[config.mk]
export PLATFORM = sky130hd
export DESIGN_NAME = srstc_top
export DESIGN_NICKNAME = d
export VERILOG_FILES = /design/src/logic/srstc_top.v /design/src/logic/srstc_sync.v
export VERILOG_INCLUDE_DIRS = /design/src /design/src/common
export SDC_FILE = /design/constraint.sdc
export NUM_CORES = 1
export LEC_CHECK = 0
export BUFFER_PORTS_ARGS = -buffer_cell sky130_fd_sc_hd__buf_4
export CORE_MARGIN = 2
export CORE_UTILIZATION = 48
export CTS_BUF_LIST = sky130_fd_sc_hd__clkbuf_16
export DETAILED_ROUTE_END_ITERATION = 16
export MAX_ROUTING_LAYER = met4
export PLACE_DENSITY_LB_ADDON = 0.2
export SLEW_MARGIN = 20
export SYNTH_ARGS = -nofsm -noshare
export SYNTH_HDL_FRONTEND = slang
export SYNTH_SLANG_ARGS = --single-unit
[constraint.sdc]
create_clock -name hclk -period 1.63 [get_ports hclk]
set_input_delay 0.2445 -clock hclk [delete_from_list [all_inputs] [get_ports hclk]]
set_output_delay 0.2445 -clock hclk [all_outputs]
set_load 0.05 [all_outputs]
[src/common/srstc_defs.vh]
// Constants for the system reset controller
`ifndef SRSTC_DEFS_VH
`define SRSTC_DEFS_VH
// ----------------------------------------------------------------
// Register map (byte addresses)
// ----------------------------------------------------------------
`define SRSTC_CAUSE_ADDR   12'h000
`define SRSTC_CTRL_ADDR    12'h004
`define SRSTC_STATE_ADDR   12'h008
// ----------------------------------------------------------------
// Reset-cause field positions
// ----------------------------------------------------------------
`define SRSTC_POR_BIT      0
`define SRSTC_EXT_BIT      1
`define SRSTC_BOR_BIT      2
`define SRSTC_WDT_BIT      3
`define SRSTC_DBG_BIT      4
`define SRSTC_CAUSE_RST    8'h01
// ----------------------------------------------------------------
// Control register fields
// ----------------------------------------------------------------
`define SRSTC_CTRL_WDEN_BIT 0
`define SRSTC_CTRL_RST     8'h00
// ----------------------------------------------------------------
// Brown-out level fuse codes
// ----------------------------------------------------------------
`define SRSTC_BOD_OFF      3'h7
`define SRSTC_BOD_RSV6     3'h6
`define SRSTC_BOD_RSV5     3'h5
// ----------------------------------------------------------------
// Timing
// ----------------------------------------------------------------
`define SRSTC_CLK_NS       8
`define SRSTC_TRST_NS      400
// Least time rounds up to whole cycles
`define SRSTC_TRST_CYC     ((`SRSTC_TRST_NS + `SRSTC_CLK_NS - 1) / `SRSTC_CLK_NS)
`define SRSTC_DLY_UNIT     1024
`endif

[src/logic/srstc_top.v]
// System reset controller: source merge, start-up stretch, cause flags
// ----------------------------------------------------------------
// ----------------------------------------------------------------
`timescale 1ns/10ps
`include "srstc_defs.vh"
module srstc_top #(
  parameter DLY_W = 16  // Start-up counter width
) (
  input  wire        hclk,            // System clock, 125 MHz
  input  wire        hresetn,         // Bus reset, async, active low
  input  wire        por_active,      // Power-on detector, high = low Vcc
  input  wire        ext_reset_n,     // External reset pin, active low
  input  wire        wdt_expire,      // Watchdog time-out, one-cycle pulse
  input  wire        bod_below,       // Brown-out comparator, high = low
  input  wire        debug_reset_reg, // Debug-port reset scan register
  input  wire [2:0]  brownout_level_fuse, // Brown-out level code
  input  wire [1:0]  startup_time_fuse,   // Start-up time select
  input  wire [3:0]  clock_select_fuse,   // Clock source select
  input  wire        hsel,            // AHB select
  input  wire [11:0] haddr,           // AHB address
  input  wire [1:0]  htrans,          // AHB transfer type
  input  wire        hwrite,          // AHB write
  input  wire [2:0]  hsize,           // AHB size
  input  wire        hready,          // AHB ready in
  input  wire [31:0] hwdata,          // AHB write data
  output reg  [31:0] hrdata,          // AHB read data
  output wire        hreadyout,       // AHB ready out
  output wire        hresp,           // AHB response, always OKAY
  output wire        port_reset_n,    // Async force of port pins
  output reg         sys_reset_n,     // Stretched internal reset
  output wire        fetch_vector,    // Fetch from reset vector pulse
  output wire        brownout_enable, // Brown-out detector enable
  output wire        fuse_reserved    // Reserved brown-out code seen
);
  // ----------------------------------------------------------------
  // Source combination
  // ----------------------------------------------------------------
  reg         wdt_pulse;
  reg         wdt_en;
  wire        bod_en;
  wire        ext_lvl;
  wire        ext_q;
  wire        async_src;
  wire        any_src;
  reg  [DLY_W-1:0] dly_cnt;
  reg  [DLY_W-1:0] dly_limit;
  reg         any_q;

  // Codes 111, 110 and 101 keep the detector off
  assign bod_en = (brownout_level_fuse != `SRSTC_BOD_OFF) &&
                  (brownout_level_fuse != `SRSTC_BOD_RSV6) &&
                  (brownout_level_fuse != `SRSTC_BOD_RSV5);
  assign brownout_enable = bod_en;
  assign fuse_reserved = (brownout_level_fuse == `SRSTC_BOD_RSV6) ||
                         (brownout_level_fuse == `SRSTC_BOD_RSV5);

  // Clockless sources act on the pins with no flip-flop in the way
  assign async_src = por_active | ~ext_reset_n |
                     (bod_en & bod_below) | debug_reset_reg;
  assign port_reset_n = ~(async_src | wdt_pulse);

  // Clocked view of the pin, for the cause flag
  srstc_sync #(.RST_VAL(1'b0)) u_ext_sync (
    .hclk   (hclk),
    .arst_n (hresetn),
    .d      (~ext_reset_n),
    .q      (ext_q)
  );
  assign ext_lvl = ext_q;

  // Watchdog request is gated by the enable, one cycle wide
  always @(posedge hclk or negedge hresetn)
  begin
    if (!hresetn)
      wdt_pulse <= 1'b0;
    else
      wdt_pulse <= wdt_expire & wdt_en;
  end

  assign any_src = async_src | wdt_pulse;

  // ----------------------------------------------------------------
  // Start-up delay
  // ----------------------------------------------------------------
  // Delay set from fuses; a plain add and shift keeps it one cycle to decode
  always @*
  begin
    dly_limit = {{(DLY_W-6){1'b0}}, clock_select_fuse, startup_time_fuse}
                + {{(DLY_W-1){1'b0}}, 1'b1};
    dly_limit = dly_limit << 4;
  end

  // Async assert keeps reset immediate; release waits out the count.
  // Counter clears whenever a source is live so a re-assert restarts it.
  always @(posedge hclk or posedge any_src)
  begin
    if (any_src)
    begin
      sys_reset_n <= 1'b0;
      dly_cnt     <= {DLY_W{1'b0}};
    end
    else if (!sys_reset_n)
    begin
      // Counting begins after the last source falls, incl. watchdog
      if (dly_cnt >= dly_limit - {{(DLY_W-1){1'b0}}, 1'b1})
        sys_reset_n <= 1'b1;
      else
        dly_cnt <= dly_cnt + {{(DLY_W-1){1'b0}}, 1'b1};
    end
  end

  // Release edge tells the core to fetch from the reset vector
  always @(posedge hclk or negedge hresetn)
  begin
    if (!hresetn)
      any_q <= 1'b0;
    else
      any_q <= sys_reset_n;
  end
  assign fetch_vector = sys_reset_n & ~any_q;

  // ----------------------------------------------------------------
  // Reset-cause register
  // ----------------------------------------------------------------
  localparam [7:0] CAUSE_INIT = `SRSTC_CAUSE_RST; // Full-width reset value
  reg  [4:0] cause;
  reg        wr_pend;
  reg  [11:0] wr_addr;
  wire       ahb_go;
  wire       wr_cause;
  wire       wr_ctrl;
  wire [4:0] set_v;

  assign ahb_go = hsel & hready & htrans[1];
  assign wr_cause = wr_pend && (wr_addr == `SRSTC_CAUSE_ADDR);
  assign wr_ctrl  = wr_pend && (wr_addr == `SRSTC_CTRL_ADDR);

  // Events that set flags; set wins over a same-cycle write of zero
  assign set_v[`SRSTC_POR_BIT] = por_active;
  assign set_v[`SRSTC_EXT_BIT] = ext_lvl;
  assign set_v[`SRSTC_BOR_BIT] = bod_en & bod_below;
  assign set_v[`SRSTC_WDT_BIT] = wdt_pulse;
  assign set_v[`SRSTC_DBG_BIT] = debug_reset_reg;

  // Power-on clears every flag but its own; bus reset leaves them
  // standing so software can read them after the release.
  always @(posedge hclk)
  begin
    if (por_active)
      cause <= CAUSE_INIT[4:0];
    else if (wr_cause)
      cause <= (cause & hwdata[4:0]) | set_v;
    else
      cause <= cause | set_v;
  end

  // ----------------------------------------------------------------
  // AHB-Lite slave
  // ----------------------------------------------------------------
  // Zero wait states; writes land in the data phase
  always @(posedge hclk or negedge hresetn)
  begin
    if (!hresetn)
    begin
      wr_pend <= 1'b0;
      wr_addr <= 12'h000;
      wdt_en  <= 1'b0;
      hrdata  <= 32'h00000000;
    end
    else
    begin
      wr_pend <= ahb_go & hwrite;
      if (ahb_go)
        wr_addr <= haddr;
      if (wr_ctrl)
        wdt_en <= hwdata[`SRSTC_CTRL_WDEN_BIT];
      if (ahb_go && !hwrite)
      begin
        if (haddr == `SRSTC_CAUSE_ADDR)
          hrdata <= {27'h0, cause};
        else if (haddr == `SRSTC_CTRL_ADDR)
          hrdata <= {31'h0, wdt_en};
        else if (haddr == `SRSTC_STATE_ADDR)
          hrdata <= {29'h0, fuse_reserved, bod_en, sys_reset_n};
        else
          hrdata <= 32'h00000000;
      end
    end
  end

  assign hreadyout = 1'b1;
  assign hresp     = 1'b0;
endmodule

[src/logic/srstc_sync.v]
// Three-stage synchroniser with agreement filter for pin inputs
`timescale 1ns/10ps
module srstc_sync #(
  parameter RST_VAL = 1'b0
) (
  input  wire hclk,    // System clock
  input  wire arst_n,  // Asynchronous reset
  input  wire d,       // Raw input from another domain
  output reg  q        // Filtered level
);
  reg s1;
  reg s2;
  reg s3;

  // s1 feeds only s2; a change counts once s2 and s3 agree
  always @(posedge hclk or negedge arst_n)
  begin
    if (!arst_n)
    begin
      s1 <= RST_VAL;
      s2 <= RST_VAL;
      s3 <= RST_VAL;
      q  <= RST_VAL;
    end
    else
    begin
      s1 <= d;
      s2 <= s1;
      s3 <= s2;
      if (s2 == s3)
        q <= s3;
    end
  end
endmodule

# Yosys cells after proc, flatten, opt, wreduce, memory -nomap -nowiden
# Index checks and enable logic that the tools add are counted.
# totals
wordCells	60
output_inout_bits	39
reg_bits	74
# op_classes
bitwise_logic	18
eq_ne	9
n_reduce_logical	10
mux	6
magnitude_cmp	1
add_sub_neg	3
# op_table
cell	count
12-bit by 3-bit equality test with 1-bit output (second input constant)	2
12-bit logical NOT	2
16-bit by 1-bit adder with 16-bit output (second input constant)	1
16-bit greater-or-equal comparator	1
12-bit by 4-bit equality test with 1-bit output (second input constant)	1
11-bit by 1-bit subtractor with 12-bit output (second input constant)	1
5-bit two-way mux	2
5-bit bitwise OR	2
3-bit inequality test (second input constant)	3
6-bit by 1-bit adder with 7-bit output (second input constant)	1
1-bit bitwise AND	6
3-bit equality test (second input constant)	2
3-bit two-way mux	2
5-bit bitwise AND	1
1-bit logical AND	5
1-bit inverter	5
1-bit bitwise OR	4
1-bit two-way mux	2
2-bit AND reduction	1
1-bit equality test	1
1-bit logical NOT	1
1-bit logical OR	1

# Longest topological paths before layout
# Gate-level depths: netlist (run 1).
# depth
ltp_word	8
depth_mapped	13
ltp_nobuf	11

# Hierarchy
# Synthesis (run 1) repeated with hierarchy kept, for this count alone.
# hier_totals
hier_cells	260
area_unflattened_um2	2657.5
# by_module_without_submodules
module	cells_per_inst	seq_area_each_um2	area_per_inst_um2	n_inst
srstc_top	255	1051.0	2546.2	1
srstc_sync	5	100.1	111.4	1

# Worst setup path after synthesis (run 1)
# OpenSTA, ideal clock, no wires.
# synth_path
path_kind	in2reg
from	input startup_time_fuse[0]
to	register dly_cnt[1]
slack_ns	-1.047
t_arrival_ns	2.552
t_required_ns	1.505
cell_stages	11
setup_ns	0.125
n_path_buf	0
cell_sequence	ha_1 xor2_1 nor3_1 mux2i_1 xor2_1 ha_1 a21oi_1 o21ai_0 a21oi_2 nand2_2 mux2_4
# synth_between
elab_chain_cells	5
# synth_lines
element	line_no	text
start, declared	srstc_top.v:17	input wire [1:0] startup_time_fuse,
6-bit by 1-bit adder with 7-bit output	srstc_top.v:89	+ {{(DLY_W-1){1'b0}}, 1'b1};
11-bit by 1-bit subtractor with 12-bit output	srstc_top.v:105	if (dly_cnt >= dly_limit - {{(DLY_W-1){1'b0}}, 1'b1})
16-bit greater-or-equal comparator	srstc_top.v:105	
1-bit inverter (no line)	-	
2-bit AND reduction (no line)	-	
end signal, assigned	srstc_top.v:100	dly_cnt <= {DLY_W{1'b0}};
end signal, assigned	srstc_top.v:108	dly_cnt <= dly_cnt + {{(DLY_W-1){1'b0}}, 1'b1};
end, declared	srstc_top.v:45	reg [DLY_W-1:0] dly_cnt;
# Every way passes these cells.
# A chain may end at the register's enable or synchronous reset.

# Worst setup path after layout (run 1)
# layout_path
from	input startup_time_fuse[1]
to	register dly_cnt[7]
# Same word-level chain as after synthesis.

==> impl_metrics.py, run 1 <==
metrics = {
    "sta": {
        "fmax_mhz": 418,
        "rsz0062_at_grt": "yes",
        "final.setup.worst_slack_ns": -0.761,
        "finalSetupViolCount": 17,
        "period_minus_slack_ns": 2.39,
        "fin_worst_skew_ns": 0.00528,
        "slew_viol_final": 0,
        "fin_crit_sh": 1.47,
        "finalHoldViolations": 0,
    },
    "power": {
        "p_total_uw": 4000,
        "ir_worst_vdd_v": 0.00102,
        "powerDensity_nw_per_um2": 1120,
        "leakagePower_uw": 0.00170,
    },
    "drt": {
        "drt_wl_total_um": 5400,
        "wl_per_cell_um": 13.1,
        "dr.pass1.iters": 4,
        "vias_per_cell": 4.95,
        "drc": 0,
        "ant_nets": 0,
        "drt-initial-drc-count": 53,
        "via_count": 2051,
    },
    "cells_and_area": {
        "fin_util": 0.685,
        "diodes": 0,
        "layout.nets": 425,
        "drive_gt1_frac": 0.392,
        "areaGrowthSynthToFinish_pct": 35.4,
        "n_fill_cell": 409,
    },
    "clock_network": {
        "numCtsBuffers": 5,
        "cts.path.max_buffers": 2,
        "path_clk_slew_ns": 0.06,
        "clock_latency_ns": 0.28,
        "cts-root-buf": "clkbuf_16",
        "cts_tree": "done",
        "numClockSinks": 47,
        "cts_max_level": 2,
    },
    "grt": {
        "grt_pass1_wl_um": 9030,
        "grt_pass1_vias": 2019,
        "grt_max_degree": 26,
        "antenna_found_initial": 0,
        "overflow": 0,
        "track_usage": 0.190,
    },
    "critical_path": {
        "crit_path_max_fanout": 7,
        "crit_chain": "buf_8 -> ha_4 -> xor2_2 -> nor3_2 -> buf_4 -> xnor2_1 -> ha_1 -> and4_4 -> a221o_1 -> o211ai_4 -> buf_6 -> nand4_1 -> xnor2_1",
        "critical-path-top-delay-family": "compound AO/OA/AOI/OAI gates",
        "crit_buf_inv": 3,
        "max_stage_delay_ns": 0.32,
        "cpMaxStageDelayCell": "a221o_1",
        "cp.required_ns": 1.79,
        "crit_type": "in -> reg",
        "startpoint_type": "input port",
        "worst_setup_path_end_kind": "flop",
        "arrival_ns": 2.55,
        "cpMostUsedCell": "xnor2_1",
    },
    "place": {
        "hpwl_um": 4130,
        "gp_congestion": 0.836,
        "io_buffers": 46,
    },
    "floorplan": {
        "die_area_um2": 6090,
        "coreArea_um2": 5200,
        "die_w_um": 78.0,
        "pin_count": 107,
        "rows": 26,
        "start_util": 0.506,
        "die-height_um": 78.0,
    },
    "worst_hold_path": {
        "worstHoldPathType": "in -> reg",
    },
    "synth": {
        "synth_edf_count": 0,
        "yosys_warnings": 0,
        "postSynthAreaPerCell_um2": 10.2,
        "async_flop_share": 0.894,
        "ys_seq_area_frac": 0.437,
        "mappedNetlistArea_um2": 2630,
        "synth_cell_types": 41,
        "netlist_instances": 257,
        "ys_seq_elements": 47,
        "synth_flop_cell": "dfrtp_1",
    },
    "run_status": {
        "violations": "negative setup slack",
        "outcome": "finished with violations",
    },
    "run": {
        "drv_cap": 0,
    },
}
==> cells in the mapped netlist, types with 2 or more instances <==
cell type	n	area (µm²)
mux2_2	12	135
conb_1	2	7.51
nand2_1	17	63.8
ha_1	14	175
nand2b_1	2	12.5
buf_4	29	218
clkbuf_1	3	11.3
nand3_1	12	60.1
nand4_1	10	62.6
nor2_1	10	37.5
dfrtp_1	42	1050
and2_1	5	31.3
xor2_1	4	35.0
mux2i_1	4	40.0
a21oi_1	8	40.0
o31ai_1	4	30.0
and3_1	8	50.1
xnor2_1	17	149
o21ai_0	14	70.1
nor4_1	4	25.0
nor3_1	3	15.0
inv_1	10	37.5
dfxtp_1	5	100
==> final timing paths <==
kind                                         start                      end  slack (ns)  depth (start not counted)
max                           startup_time_fuse[1]   dly_cnt[7]$_DFFE_PN0P_       -0.76                         13
min                                    ext_reset_n  u_ext_sync.s1$_DFF_PN0_        0.11                          2
max reg2reg                 dly_cnt[0]$_DFFE_PN0P_   dly_cnt[7]$_DFFE_PN0P_       -0.49                          7
min reg2reg                u_ext_sync.s1$_DFF_PN0_  u_ext_sync.s2$_DFF_PN0_        0.35                          0
max in group asynchronous      wdt_pulse$_DFF_PN0_   dly_cnt[4]$_DFFE_PN0P_        0.80                          3
min in group asynchronous              ext_reset_n  dly_cnt[14]$_DFFE_PN0P_        0.16                          3
==> state kept, by name, summed over array words and instances (netlist names) <==
register	cells
u_ext_sync.s2	1
wdt_en	1
wr_pend	1
u_ext_sync.q	1
wr_addr	12
sys_reset_n	1
hrdata	5
any_q	1
dly_cnt	16
cause	5
u_ext_sync.s1	1
wdt_pulse	1
u_ext_sync.s3	1
==> layer usage <==
metal / routed length (µm) / global-route usage / vias up
met1: 2330 / 0.234 / 981
met2: 2810 / 0.327 / 43
met3: 226 / 0.0402 / 6
li1: - / - / 1021
met5: 0 / - / -
met4: 35 / 0.0368 / 0
==> cells in the final DEF (no fill, tap or decap), types with 2 or more instances in the layout <==
cell type	count
o21ai_0	10
clkbuf_16	5
nor2_1	10
and2_1	5
dfrtp_1	42
buf_6	4
inv_1	10
nand3_2	4
ha_1	13
xnor2_2	4
nand2_1	16
a21oi_2	2
and3_1	6
nor3_1	2
o31ai_1	4
xnor2_1	13
buf_8	2
xor2_1	2
mux2_2	12
dfxtp_1	5
xor2_2	2
nand4_1	10
conb_1	29
o21ai_1	2
buf_4	78
nor4_1	3
a21oi_1	7
nand2b_1	2
and3_4	2
mux2i_1	3
o21ai_2	2
nand3_1	7
==> where the power goes <==
part / switching (µW) / internal, µW
clock network: 416 / 723
registers: 116 / 1360
logic: 742 / 646
==> through the flow <==
step | setup TNS (ns) | hold WS, ns | cell area (µm²) | std cells | setup WS, ns
6_report | -11.80 | 0.114 | 3560 | 414 | -0.761
5_1_grt | -14.08 | 0.103 | 3560 | 414 | -0.895
4_1_cts | -11.35 | 0.106 | 3470 | 413 | -0.727
3_5_place_dp | -19.71 | 0.160 | 3210 | 400 | -1.23
3_3_place_gp | -18.84 | 0.162 | 3210 | 400 | -1.19
2_1_floorplan | -13.18 | -0.0511 | 2770 | 284 | -0.880
==> cells by family (layout without fill, tap and decap cells) <==
family                     Yosys count  count (layout)  share of synthesized area
and+or+nand+nor                     79              79                      0.160
DFF                                 47              47                      0.437
buffers and inverters               43             103                      0.106
AOI/OAI and AO/OA                   33              33                     0.0813
xor gates and xnor gates            21              21                     0.0699
muxes                               17              17                     0.0723
adders and majority gates           15              15                     0.0704
other                                2              29                    0.00285
==> area by class of cell <==
| cell class | instances | area (µm²) | share of cell area |
|---|---|---|---|
| Timing Repair Buffer | 85 | 671 | 0.188 |
| Inverter | 10 | 37.5 | 0.0105 |
| Sequential cell | 47 | 1150 | 0.323 |
| Clock buffer | 5 | 125 | 0.0351 |
| Clock inverter | 3 | 43.8 | 0.0123 |
| Multi-Input combinational cell | 194 | 1450 | 0.406 |
| Tap cell | 70 | 87.6 | 0.0246 |
==> what timing repair did <==
action,in CTS,in global routing
setup endpoints to repair,17,22
hold buffers,1,0
resized for setup,13,16
pin swaps,22,12
buffers inserted,4,1
endpoints found under the hold margin,25,0
No activity file was read; power rests on OpenSTA's default activity.
==> run 2: changes to the inputs <==
CORE_UTILIZATION = 49   (was 48)
SYNTH_HIERARCHICAL = 1   (was not set)
==> run 2 against run 1 <==
Effect of this change: the flow still finishes with violations (negative setup slack); sequential power fell by 13%; synthesized area rose by 1.0%; maximum frequency fell by 1.9%; clock skew fell by 0.0014 ns; utilization rose by 3.0 points; first-iteration DRC count rose by 74%; synthesized cell count rose by 1.2%; hold slack got worse by 0.0076 ns; power fell by 31%; worst setup slack got worse by 0.047 ns; cell area rose by 3.8%; critical path depth rose by 1.
==> impl_metrics.py, run 2 <==
metrics = {
    "run_status": {
        "outcome": "finished with violations",
        "violations": "negative setup slack",
    },
    "floorplan": {
        "rows": 26,
        "die-height_um": 77.6,
        "pin_count": 107,
        "coreArea_um2": 5170,
        "start_util": 0.514,
        "die_area_um2": 6030,
        "die_w_um": 77.6,
    },
    "synth": {
        "synth.top_cells.by_area": "dfrtp_1 40%, buf_4 8.2%, ha_1 6.6%",
        "postSynthAreaPerCell_um2": 10.2,
        "synth_edf_count": 0,
        "synth_flop_cell": "dfrtp_1",
        "yosys-top-cells-count": "42 x dfrtp_1, 29 x buf_4, 18 x nand2_1, 14 x ha_1, 13 x xnor2_1",
        "synth.most_common_cell": "dfrtp_1",
        "synth_top_area_share": 0.395,
        "synth_cell_types": 44,
        "ys_seq_elements": 47,
        "netlist_instances": 260,
        "yosys_warnings": 6,
        "async_flop_share": 0.894,
        "ys_seq_area_frac": 0.433,
        "mappedNetlistArea_um2": 2660,
        "yosys.area.top_type": "dfrtp_1",
    },
    "cells_and_area": {
        "layout.nets": 429,
        "regMostFlops": "dly_cnt",
        "areaGrowthSynthToFinish_pct": 39.1,
        "postLayoutCellArea_um2": 3700,
        "drive_gt1_frac": 0.414,
        "diodes": 0,
        "final_common_cell": "buf_4",
        "mostFrequentLayoutCells": "77 x buf_4, 42 x dfrtp_1, 29 x conb_1",
        "largestRegisters": "dly_cnt x16, wr_addr x12",
        "largest_reg_flops": 16,
        "fin_util": 0.715,
    },
    "power": {
        "p_total_uw": 2750,
        "ir_worst_vdd_v": 0.000546,
        "leakagePower_uw": 0.00170,
        "powerDensity_nw_per_um2": 744,
    },
    "critical_path": {
        "startpoint_type": "input port",
        "worst_setup_path_end_kind": "flop",
        "crit_buf_inv": 3,
        "cp.required_ns": 1.80,
        "crit_path_max_fanout": 4,
        "path_depth": 14,
        "arrival_ns": 2.61,
        "reg2reg_depth": 5,
        "critical-path-top-delay-family": "simple AND/OR/NAND/NOR gates",
        "cpMaxStageDelayCell": "or3_4",
        "worstReg2RegStart": "dly_cnt[7]$_DFFE_PN0P_",
        "cpMostUsedCell": "buf_4",
        "max_stage_delay_ns": 0.37,
        "r2r_end": "dly_cnt[11]$_DFFE_PN0P_",
        "crit_chain": "buf_8 -> ha_4 -> nand3b_1 -> buf_4 -> o31ai_2 -> mux2i_1 -> xor2_1 -> ha_1 -> a21oi_2 -> o21a_1 -> buf_4 -> o221ai_4 -> or3_4 -> xnor2_2",
        "rrSetupSlack_ns": -0.32,
        "crit_type": "in -> reg",
    },
    "sta": {
        "period_minus_slack_ns": 2.44,
        "slew_viol_final": 0,
        "fin_tns_setup_ns": -11.89,
        "finalHoldViolations": 0,
        "fmax_mhz": 410,
        "rsz0062_at_grt": "yes",
        "final.setup.worst_slack_ns": -0.808,
        "fin_crit_sh": 1.50,
        "finalSetupViolCount": 17,
        "fin_worst_skew_ns": 0.00391,
    },
    "grt": {
        "grt_pass1_vias": 2167,
        "track_usage": 0.217,
        "grt_pass1_wl_um": 10100,
        "antenna_found_initial": 0,
        "grt_max_degree": 26,
        "overflow": 0,
    },
    "place": {
        "io_buffers": 46,
        "gp_congestion": 0.869,
        "placed_cell_area_um2": 3280,
        "hpwl_um": 4420,
    },
    "run": {
        "drv_cap": 0,
    },
    "worst_hold_path": {
        "min_from": "ext_reset_n",
        "whs_path_depth": 2,
        "worstHoldPathType": "in -> reg",
        "worstHoldEndpoint": "u_ext_sync/s1$_DFF_PN0_",
    },
    "clock_network": {
        "cts.path.max_buffers": 2,
        "clock_latency_ns": 0.28,
        "cts_max_level": 2,
        "cts_tree": "done",
        "path_clk_slew_ns": 0.06,
        "numClockSinks": 47,
        "cts-root-buf": "clkbuf_16",
        "numCtsBuffers": 5,
    },
    "drt": {
        "dr.pass1.iters": 4,
        "drt-initial-drc-count": 92,
        "vias_per_cell": 5.09,
        "wl_per_cell_um": 14.7,
        "via_count": 2127,
        "drc": 0,
        "ant_nets": 0,
        "drt_wl_total_um": 6130,
    },
}
## run 2: logic make-up (layout without fill, tap and decap cells)
group                      count (synthesis)  in the layout  share of synthesized area
and+or+nand+nor                           82             82                      0.171
DFF                                       47             47                      0.433
buffers and inverters                     43            104                      0.103
AOI/OAI and AO/OA                         33             33                     0.0782
xor gates and xnor gates                  21             21                     0.0720
muxes                                     17             17                     0.0702
adders and majority gates                 15             15                     0.0702
other                                      2             29                    0.00283
## run 2: area by class of cell
cell class | count | area [µm²]
Clock buffer | 5 | 125
Sequential cell | 47 | 1150
Tap cell | 70 | 87.6
Timing Repair Buffer | 87 | 697
Fill cell | 369 | 1480
Clock inverter | 3 | 11.3
Multi-Input combinational cell | 197 | 1590
Inverter | 9 | 33.8
## run 2: metal layers
layer  share of wire  global-route usage  vias up
met4           0.013              0.0607        0
met3           0.045              0.0430        8
met2            0.49               0.349       59
li1                -                   -     1044
met1            0.45               0.279     1016
met5               0                   -        -
## run 2: worst max-delay path by stage
| stage | from | to | slack [ns] |
|---|---|---|---|
| 6_report | startup_time_fuse[0] | dly_cnt[11]$_DFFE_PN0P_ | -0.81 |
| 3_3_place_gp | startup_time_fuse[0] | dly_cnt[12]$_DFFE_PN0P_ | -1.17 |
| 5_1_grt | startup_time_fuse[0] | dly_cnt[11]$_DFFE_PN0P_ | -0.91 |
| 3_5_place_dp | startup_time_fuse[1] | dly_cnt[7]$_DFFE_PN0P_ | -1.29 |
| 4_1_cts | startup_time_fuse[0] | dly_cnt[11]$_DFFE_PN0P_ | -0.76 |
| 2_1_floorplan | startup_time_fuse[0] | dly_cnt[1]$_DFFE_PN0P_ | -0.83 |
## run 2: worst reg2reg max path: stages (launching register included)
cell and delay (ns):
dfrtp_1 0.40, ha_1 0.32, a21o_1 0.20, o31a_1 0.38, or3_4 0.42, xnor2_2 0.13
## run 2: metrics by stage
step	hold WS (ns)	worst slack (ns)	instances
2_1_floorplan	-0.0511	-0.830	287
3_3_place_gp	0.165	-1.17	403
3_5_place_dp	0.168	-1.29	403
4_1_cts	0.103	-0.757	416
5_1_grt	0.108	-0.914	418
6_report	0.106	-0.808	418
## run 2: where the power goes
part | switching (µW) | internal (µW)
Sequential | 52.3 | 1240
Combinational | 305 | 193
Clock | 406 | 552
## run 2: repair_timing
action | CTS | global route
setup endpoints to repair | 17 | 21
endpoints found under the hold margin | 25 | 0
setup buffers | 4 | 2
resized for setup | 33 | 11
pin swaps | 23 | 11
hold buffers | 1 | 0
